### src/pib_pkg.sv
// Shared constants for the peripheral interrupt enable bank.
// Assumes a byte-addressed 32-bit register bus; each register is one word.
package pib_pkg;

  // ----------------------------------------------------------------
  // Register map (byte addresses)
  // ----------------------------------------------------------------
  localparam int unsigned PIB_ADDR_W = 8;
  localparam logic [7:0] PIB_OFS_FLAGS = 8'h0C;
  localparam logic [7:0] PIB_OFS_CLEAR = 8'h10;
  localparam logic [7:0] PIB_OFS_CORE = 8'h88;
  localparam logic [7:0] PIB_OFS_ENABLE = 8'h8C;

  // ----------------------------------------------------------------
  // Source bit positions, shared by enable and flag registers
  // ----------------------------------------------------------------
  localparam int unsigned PIB_BIT_SLAVE_PORT = 7;
  localparam int unsigned PIB_BIT_CONVERTER = 6;
  localparam int unsigned PIB_BIT_SERIAL_RX = 5;
  localparam int unsigned PIB_BIT_SERIAL_TX = 4;
  localparam int unsigned PIB_BIT_SYNC_SERIAL = 3;
  localparam int unsigned PIB_BIT_CAPCOMP_ONE = 2;
  localparam int unsigned PIB_BIT_TIMER_TWO = 1;
  localparam int unsigned PIB_BIT_TIMER_ONE = 0;

  // Core control register bits
  localparam int unsigned PIB_BIT_GLOBAL = 7;
  localparam int unsigned PIB_BIT_GROUP = 6;

  // ----------------------------------------------------------------
  // Reset values and masks
  // ----------------------------------------------------------------
  localparam logic [7:0] PIB_ENABLE_RST = 8'h00;
  localparam logic [7:0] PIB_FLAGS_RST = 8'h00;
  localparam logic [7:0] PIB_CORE_RST = 8'h00;
  // Flags software may write; serial rx/tx flags are cleared by hardware
  localparam logic [7:0] PIB_FLAGS_SW_MASK = 8'hCF;
  localparam logic [7:0] PIB_CORE_MASK = 8'hC0;

  // ----------------------------------------------------------------
  // Bus slave states
  // ----------------------------------------------------------------
  typedef enum logic [1:0]
  {
    PIB_ST_IDLE = 2'b01,
    PIB_ST_ANSWER = 2'b10
  } pib_bus_state_e;

  // Bits present on this variant; absent sources read as zero
  function automatic logic [7:0] pib_impl_mask(input logic has_port,
                                               input logic has_conv);
    logic [7:0] m;
    m = 8'hFF;
    m[PIB_BIT_SLAVE_PORT] = has_port;
    m[PIB_BIT_CONVERTER] = has_conv;
    return m;
  endfunction

endpackage

### src/pib_flag_bank.sv
// Peripheral interrupt flag register with set-wins-over-clear.
// Assumes events and hardware clears are pulses from logic on mclk.
`timescale 1ns/10ps
module pib_flag_bank
  import pib_pkg::*;
(
  // Clock and reset
  input wire logic mclk,
  input wire logic rst_n,
  // Peripheral side
  input wire logic [7:0] src_event,
  input wire logic [7:0] src_hw_clear,
  // Software side
  input wire logic sw_wr,
  input wire logic [7:0] sw_wdata,
  input wire logic sw_clr,
  input wire logic [7:0] sw_cdata,
  input wire logic [7:0] impl_mask,
  // Flag state
  output logic [7:0] flags_ff
);

  logic [7:0] nxt_flags;
  logic [7:0] sets;
  logic [7:0] clears;

  // Sets and clears from both sides; events ignore every enable
  always_comb
  begin
    sets = src_event;
    clears = src_hw_clear & ~PIB_FLAGS_SW_MASK;
    if (sw_wr)
    begin
      sets = sets | (sw_wdata & PIB_FLAGS_SW_MASK);
      clears = clears | (~sw_wdata & PIB_FLAGS_SW_MASK);
    end
    if (sw_clr)
    begin
      clears = clears | (sw_cdata & PIB_FLAGS_SW_MASK);
    end
    // Set applied last so a same-cycle event is never lost
    nxt_flags = ((flags_ff & ~clears) | sets) & impl_mask;
  end

  // Flag storage
  always_ff @(posedge mclk or negedge rst_n)
  begin
    if (!rst_n)
      flags_ff <= PIB_FLAGS_RST;
    else
      flags_ff <= nxt_flags;
  end

endmodule

### src/pib_req_gate.sv
// Combines flags, per-source enables and core enables into one request.
// Assumes all inputs are registers on mclk.
`timescale 1ns/10ps
module pib_req_gate
  import pib_pkg::*;
(
  // Clock and reset
  input wire logic mclk,
  input wire logic rst_n,
  // Inputs
  input wire logic [7:0] flags,
  input wire logic [7:0] enables,
  input wire logic global_irq_enable,
  input wire logic peripheral_group_enable,
  // Request to the core
  output logic irq_ff
);

  logic nxt_irq;

  // Any enabled pending source, then group and global gates
  always_comb
  begin
    nxt_irq = (|(flags & enables))
              & peripheral_group_enable
              & global_irq_enable;
  end

  // Registered so the output has no combinational path
  always_ff @(posedge mclk or negedge rst_n)
  begin
    if (!rst_n)
      irq_ff <= 1'b0;
    else
      irq_ff <= nxt_irq;
  end

endmodule

### src/pib_top.sv
// Peripheral interrupt enable bank: enable register, flag register,
// core enable bits and one level interrupt, behind an Avalon-MM slave.
// Assumes peripheral events are single-cycle pulses on mclk and that
// the bus master holds each request until waitrequest is seen low.
//
// Functional notes
// - The enable register is 8 bits at 0x8C, read/write, zero at reset.
// - Enable bit 6 gates the converter interrupt, one permits it.
// - Enable bit 5 gates the serial receive interrupt.
// - Enable bit 4 gates the serial transmit interrupt.
// - Unimplemented bit positions read back as zero.
// - A flag register holds one flag per source that has an enable.
// - A flag sets on its condition whatever the enables hold.
// - No peripheral request passes unless the group enable is set.
// - The global enable passes unmasked requests and blocks all if clear.
`timescale 1ns/10ps
module pib_top
  import pib_pkg::*;
#(
  parameter bit HAS_SLAVE_PORT = 1'b1,
  parameter bit HAS_CONVERTER = 1'b1
)
(
  // Clock and reset
  input wire logic mclk,
  input wire logic rst_n,
  // Avalon-MM slave
  input wire logic [PIB_ADDR_W-1:0] avs_address,
  input wire logic avs_read,
  input wire logic avs_write,
  input wire logic [31:0] avs_writedata,
  input wire logic [3:0] avs_byteenable,
  output logic [31:0] avs_readdata,
  output logic avs_waitrequest,
  // Peripheral event sources
  input wire logic [7:0] src_event,
  input wire logic [7:0] src_hw_clear,
  // Interrupt to the core
  output logic irq
);

  // ----------------------------------------------------------------
  // Declarations
  // ----------------------------------------------------------------
  localparam logic [7:0] IMPL_MASK =
    pib_impl_mask(HAS_SLAVE_PORT, HAS_CONVERTER);

  pib_bus_state_e state_ff;
  pib_bus_state_e nxt_state;
  logic [31:0] readdata_ff;
  logic [31:0] nxt_readdata;
  logic waitrequest_ff;
  logic [7:0] peripheral_irq_enable_ff;
  logic [7:0] core_irq_control_ff;
  logic [7:0] peripheral_irq_flags;
  logic irq_req;
  logic req;
  logic commit;
  logic wr_commit;
  logic lane0;
  logic flags_wr;
  logic flags_clr;

  // ----------------------------------------------------------------
  // Bus handshake
  // ----------------------------------------------------------------

  // A request is accepted once idle; the answer cycle drops waitrequest
  assign req = avs_read | avs_write;
  assign commit = (state_ff == PIB_ST_ANSWER) & req;
  assign wr_commit = commit & avs_write;
  assign lane0 = avs_byteenable[0];

  // Two-state slave: one cycle to look, one cycle to answer
  always_comb
  begin
    nxt_state = state_ff;
    unique case (state_ff)
      PIB_ST_IDLE:
      begin
        if (req)
          nxt_state = PIB_ST_ANSWER;
      end
      PIB_ST_ANSWER:
      begin
        nxt_state = PIB_ST_IDLE;
      end
      default:
      begin
        nxt_state = PIB_ST_IDLE;
      end
    endcase
  end

  // State register
  always_ff @(posedge mclk or negedge rst_n)
  begin
    if (!rst_n)
      state_ff <= PIB_ST_IDLE;
    else
      state_ff <= nxt_state;
  end

  // Waitrequest is low only for the answer cycle
  always_ff @(posedge mclk or negedge rst_n)
  begin
    if (!rst_n)
      waitrequest_ff <= 1'b1;
    else
      waitrequest_ff <= ~((state_ff == PIB_ST_IDLE) & req);
  end

  // ----------------------------------------------------------------
  // Read path
  // ----------------------------------------------------------------

  // Unmapped and write-only addresses read as zero
  always_comb
  begin
    nxt_readdata = 32'h0000_0000;
    unique case (avs_address)
      PIB_OFS_ENABLE:
        nxt_readdata[7:0] = peripheral_irq_enable_ff & IMPL_MASK;
      PIB_OFS_FLAGS:
        nxt_readdata[7:0] = peripheral_irq_flags;
      PIB_OFS_CORE:
        nxt_readdata[7:0] = core_irq_control_ff & PIB_CORE_MASK;
      default:
        nxt_readdata = 32'h0000_0000;
    endcase
  end

  // Read data captured in the look cycle, held through the answer
  always_ff @(posedge mclk or negedge rst_n)
  begin
    if (!rst_n)
      readdata_ff <= 32'h0000_0000;
    else if ((state_ff == PIB_ST_IDLE) & avs_read)
      readdata_ff <= nxt_readdata;
  end

  // ----------------------------------------------------------------
  // Writable registers
  // ----------------------------------------------------------------

  // Per-source enables; absent sources never store a one
  always_ff @(posedge mclk or negedge rst_n)
  begin
    if (!rst_n)
      peripheral_irq_enable_ff <= PIB_ENABLE_RST;
    else if (wr_commit & lane0 & (avs_address == PIB_OFS_ENABLE))
      peripheral_irq_enable_ff <= avs_writedata[7:0] & IMPL_MASK;
  end

  // Global and group enables share the core control register
  always_ff @(posedge mclk or negedge rst_n)
  begin
    if (!rst_n)
      core_irq_control_ff <= PIB_CORE_RST;
    else if (wr_commit & lane0 & (avs_address == PIB_OFS_CORE))
      core_irq_control_ff <= avs_writedata[7:0] & PIB_CORE_MASK;
  end

  // Flag register: direct write and write-one-to-clear
  assign flags_wr = wr_commit & lane0 & (avs_address == PIB_OFS_FLAGS);
  assign flags_clr = wr_commit & lane0 & (avs_address == PIB_OFS_CLEAR);

  // ----------------------------------------------------------------
  // Flags and request
  // ----------------------------------------------------------------

  // Flags rise on source events regardless of any enable
  pib_flag_bank u_flags
  (
    .mclk(mclk),
    .rst_n(rst_n),
    .src_event(src_event),
    .src_hw_clear(src_hw_clear),
    .sw_wr(flags_wr),
    .sw_wdata(avs_writedata[7:0]),
    .sw_clr(flags_clr),
    .sw_cdata(avs_writedata[7:0]),
    .impl_mask(IMPL_MASK),
    .flags_ff(peripheral_irq_flags)
  );

  // Stale flags fire at once when enabled; software clears them first
  pib_req_gate u_gate
  (
    .mclk(mclk),
    .rst_n(rst_n),
    .flags(peripheral_irq_flags),
    .enables(peripheral_irq_enable_ff),
    .global_irq_enable(core_irq_control_ff[PIB_BIT_GLOBAL]),
    .peripheral_group_enable(core_irq_control_ff[PIB_BIT_GROUP]),
    .irq_ff(irq_req)
  );

  // ----------------------------------------------------------------
  // Outputs, all from flip-flops
  // ----------------------------------------------------------------
  assign avs_readdata = readdata_ff;
  assign avs_waitrequest = waitrequest_ff;
  assign irq = irq_req;

endmodule

### config.mk
export PLATFORM = sky130hd
export DESIGN_NAME = pib_top
export DESIGN_NICKNAME = d
export VERILOG_FILES = /design/src/pib_pkg.sv /design/src/pib_flag_bank.sv /design/src/pib_req_gate.sv /design/src/pib_top.sv
export SDC_FILE = /design/constraint.sdc
export NUM_CORES = 1
export LEC_CHECK = 0
export BUFFER_PORTS_ARGS = -buffer_cell sky130_fd_sc_hd__buf_2
export CORE_MARGIN = 10
export CORE_UTILIZATION = 46
export CTS_CLUSTER_SIZE = 40
export DETAILED_ROUTE_END_ITERATION = 12
export HOLD_SLACK_MARGIN = 0.05
export PLACE_DENSITY = 0.85
export SYNTH_ARGS = -nofsm -noshare
export SYNTH_HDL_FRONTEND = slang
export SYNTH_SLANG_ARGS = --single-unit
### constraint.sdc
create_clock -name mclk -period 2.9 [get_ports mclk]
set_input_delay 0.145 -clock mclk [delete_from_list [all_inputs] [get_ports mclk]]
set_output_delay 0.145 -clock mclk [all_outputs]
set_load 0.05 [all_outputs]
==> run_results.csv <==
group,metric,value,unit
cts,cts_max_level,2,
finish,drive_above_1_share,33.5,%
cts,cts_sinks,30,
die,coreArea,0.00334,mm2
die,die_w,78.6,um
yosys,syn_area,0.00158,mm2
cts,cts_tree,"done",
yosys,synth_cells,143,
cts,path_clk_slew,90,ps
sta,timing.final.crit_share,82.6,%
setup_path,worstPathMaxFanout,10,
placed_design,globalplace.congestion,0.773,
sta,clock.fmax,0.417,GHz
routing,ant_nets,0,
yosys,yosys_register_bits,30,
sta,drv_slew,0,
yosys,synth-warning-count,0,
die,rows,21,
finish,diodes,0,
finish,final_util,58.3,%
finish,area_growth,22.9,%
routing,post_drt_wl_per_cell,13.9,um
setup_path,cp.required,3120,ps
setup_path,cp-start-kind,"primary input",
routing,vias,1182,
cts,cts_inserted_buffers,5,
sta,hold_viol,0,
placed_design,hpwl,2690,um
routing,vias_per_cell,4.75,
cts,clkLatencyLatePin,330,ps
global_route,gr-usage-met3,5.69,%
placed_design,port_buffers,40,
sta,rsz0062_at_grt,"no",
routing,first_pass_iters,4,
routing,drt_iter0_markers,30,
sta,setup_ws,504,ps
yosys,synth.area.top_cells,"dfrtp_1 (44%), buf_4 (11%), mux2_2 (8.5%)",
pwr,power.leakage,0.000988,uW
finish,instances_no_fill,249,
yosys,synthAdderAreaFrac,0,%
placed_design,placed_cells,226,
global_route,grt_usage,11.8,%
global_route,grt_pass1_vias,1282,
routing,postRouteWirelength,3460,um
yosys,ys_seq_area_share,47.6,%
global_route,grt_use_met2,19.2,%
placed_design,pre_cts_ws,1030,ps
setup_path,cp_data_arrival_time,2610,ps
global_route,grt_pass1_wl,5770,um
status,status,"completed",
yosys,synth_top_family_by_area,"buffers and inverters",
sta,tightest_slew,648,ps
die,start_util,47.4,%
yosys,synth_compound_area_share,12.9,%
yosys,synth.distinct_cells,30,
yosys,synth-xor-area-share,0,%
global_route,top_usage_layer,"met2",
setup_path,crit_path_end_kind,"flop",
finish,nets,267,
sta,whs,63.0,ps
die,die_h,78.6,um
global_route,met1_usage,12.0,%
die,ios,98,
pwr,vdd_drop_max,0.233,mV
die,dieArea,0.00618,mm2
cts,cts_buffer_depth,2,
yosys,synthMuxAreaShare,12.3,%
flow_run,maxCapViolations,0,
yosys,synth-simple-area-share,13.1,%
yosys,synth_top_area_share,44.3,%
sta,finalSetupTns,0,ps
global_route,grt_overflow,0,
worst_hold_path,hp-class,"in -> reg",
global_route,grt_max_degree,31,
pwr,powerDensity,471,mW/mm2
yosys,synth_top_cell_by_area,"dfrtp_1",
global_route,antenna_found_initial,0,
cts,cts_root_buffer,"clkbuf_4",
setup_path,path_class,"in -> reg",
sta,period_minus_slack,2400,ps
routing,drc,0,
sta,skew,4.34,ps
yosys,synth.avg_cell_area,11.1,um2
sta,slew_headroom,56.8,%
sta,setup_viol,0,
worst max-delay path, cell delays in order:
cell and delay [ps]:
dlygate4sd3_1 520, buf_2 110, nand4b_1 270, nor4_4 620
a211oi_1 110, a211o_1 280, dlygate4sd3_1 550
cells in the mapped netlist:
master    count
or4_4         1
nand3_1       1
nand2_1      12
inv_1         8
nor4_4        2
o21ai_0      12
nor2_1        2
nand3b_1      2
or3b_2        1
dfstp_2       2
a21o_1        2
buf_4        24
or4_2         1
mux2_2       12
nand4_1       1
a22oi_1       6
nor3b_4       1
a41oi_1       1
conb_1        1
and2_1        2
nand4b_1      1
buf_2         1
clkbuf_1      1
a211oi_1      4
mux2i_1       6
dfrtp_1      28
a21oi_1       2
a211o_1       4
nand3_2       1
nor2b_1       1
flip-flops by register name, summed over array words and instances (netlist names):
register / cells
avs_readdata: 8
peripheral_irq_enable_ff: 8
u_flags.flags_ff: 8
core_irq_control_ff: 2
state_ff: 2
avs_waitrequest: 1
u_gate.irq_ff: 1
cell families after synthesis:
group / Yosys count
simple gates: 29
other cells: 1
buf+inv: 34
mux: 18
flops: 30
compound gates: 31
stage by stage:
step | total power [uW] | area [um2]
global route | 966 | 1940
floorplan | 648 | 1670
global placement | 671 | 1740
CTS | 921 | 1930
detailed placement | 677 | 1740
finish | 916 | 1940
report_power, final:
part | internal, uW | switching [uW] | total, uW
registers | 453 | 12.7 | 466
logic | 61.1 | 163 | 224
clock network | 86.9 | 139 | 226
total | 601 | 315 | 916
cells in the final DEF (no fill, tap or decap), drive strengths merged, types with 4 or more instances in the layout:
master,n
a211o,4
a211oi,4
a22oi,6
buf,40
clkbuf,5
conb,24
dfrtp,28
dlygate4sd3,16
inv,8
mux2,12
mux2i,6
nand2,12
o21ai,12
worst paths after layout:
kind                       slack (ps)        startpoint                          end  cells past startpoint
max                               500         avs_write          u_flags.flags_ff[1]                      7
min                                60  avs_writedata[4]  peripheral_irq_enable_ff[4]                      2
max reg2reg                       510       state_ff[0]          u_flags.flags_ff[1]                      5
min reg2reg                       480   avs_readdata[2]              avs_readdata[2]                      2
max in group asynchronous        2100             rst_n              avs_readdata[7]                      2
min in group asynchronous         370             rst_n              avs_readdata[3]                      2
repair_timing:
action,4_1_cts,5_1_grt
buffers inserted,0,0
hold buffers,15,1
setup endpoints to repair,0,0
endpoints found under the hold margin,38,1
resized for setup,0,0
area by class of cell:
class	count	area [um2]
Multi-Input combinational cell	102	696
Inverter	8	30.0
Tap cell	46	57.6
Timing Repair Buffer	56	360
Clock inverter	2	10.0
Clock buffer	5	37.5
Fill cell	329	1390
Sequential cell	30	753
per-layer routing:
metal  routed length (um)  vias up  part of all wire [%]
met1                 1390      545                    40
met4                  107        0                   3.1
li1                     -      580                     -
met3                  280       13                   8.1
met5                    0        -                     0
met2                 1690       44                    49
Note: power is estimated with default switching activity, not from simulation.
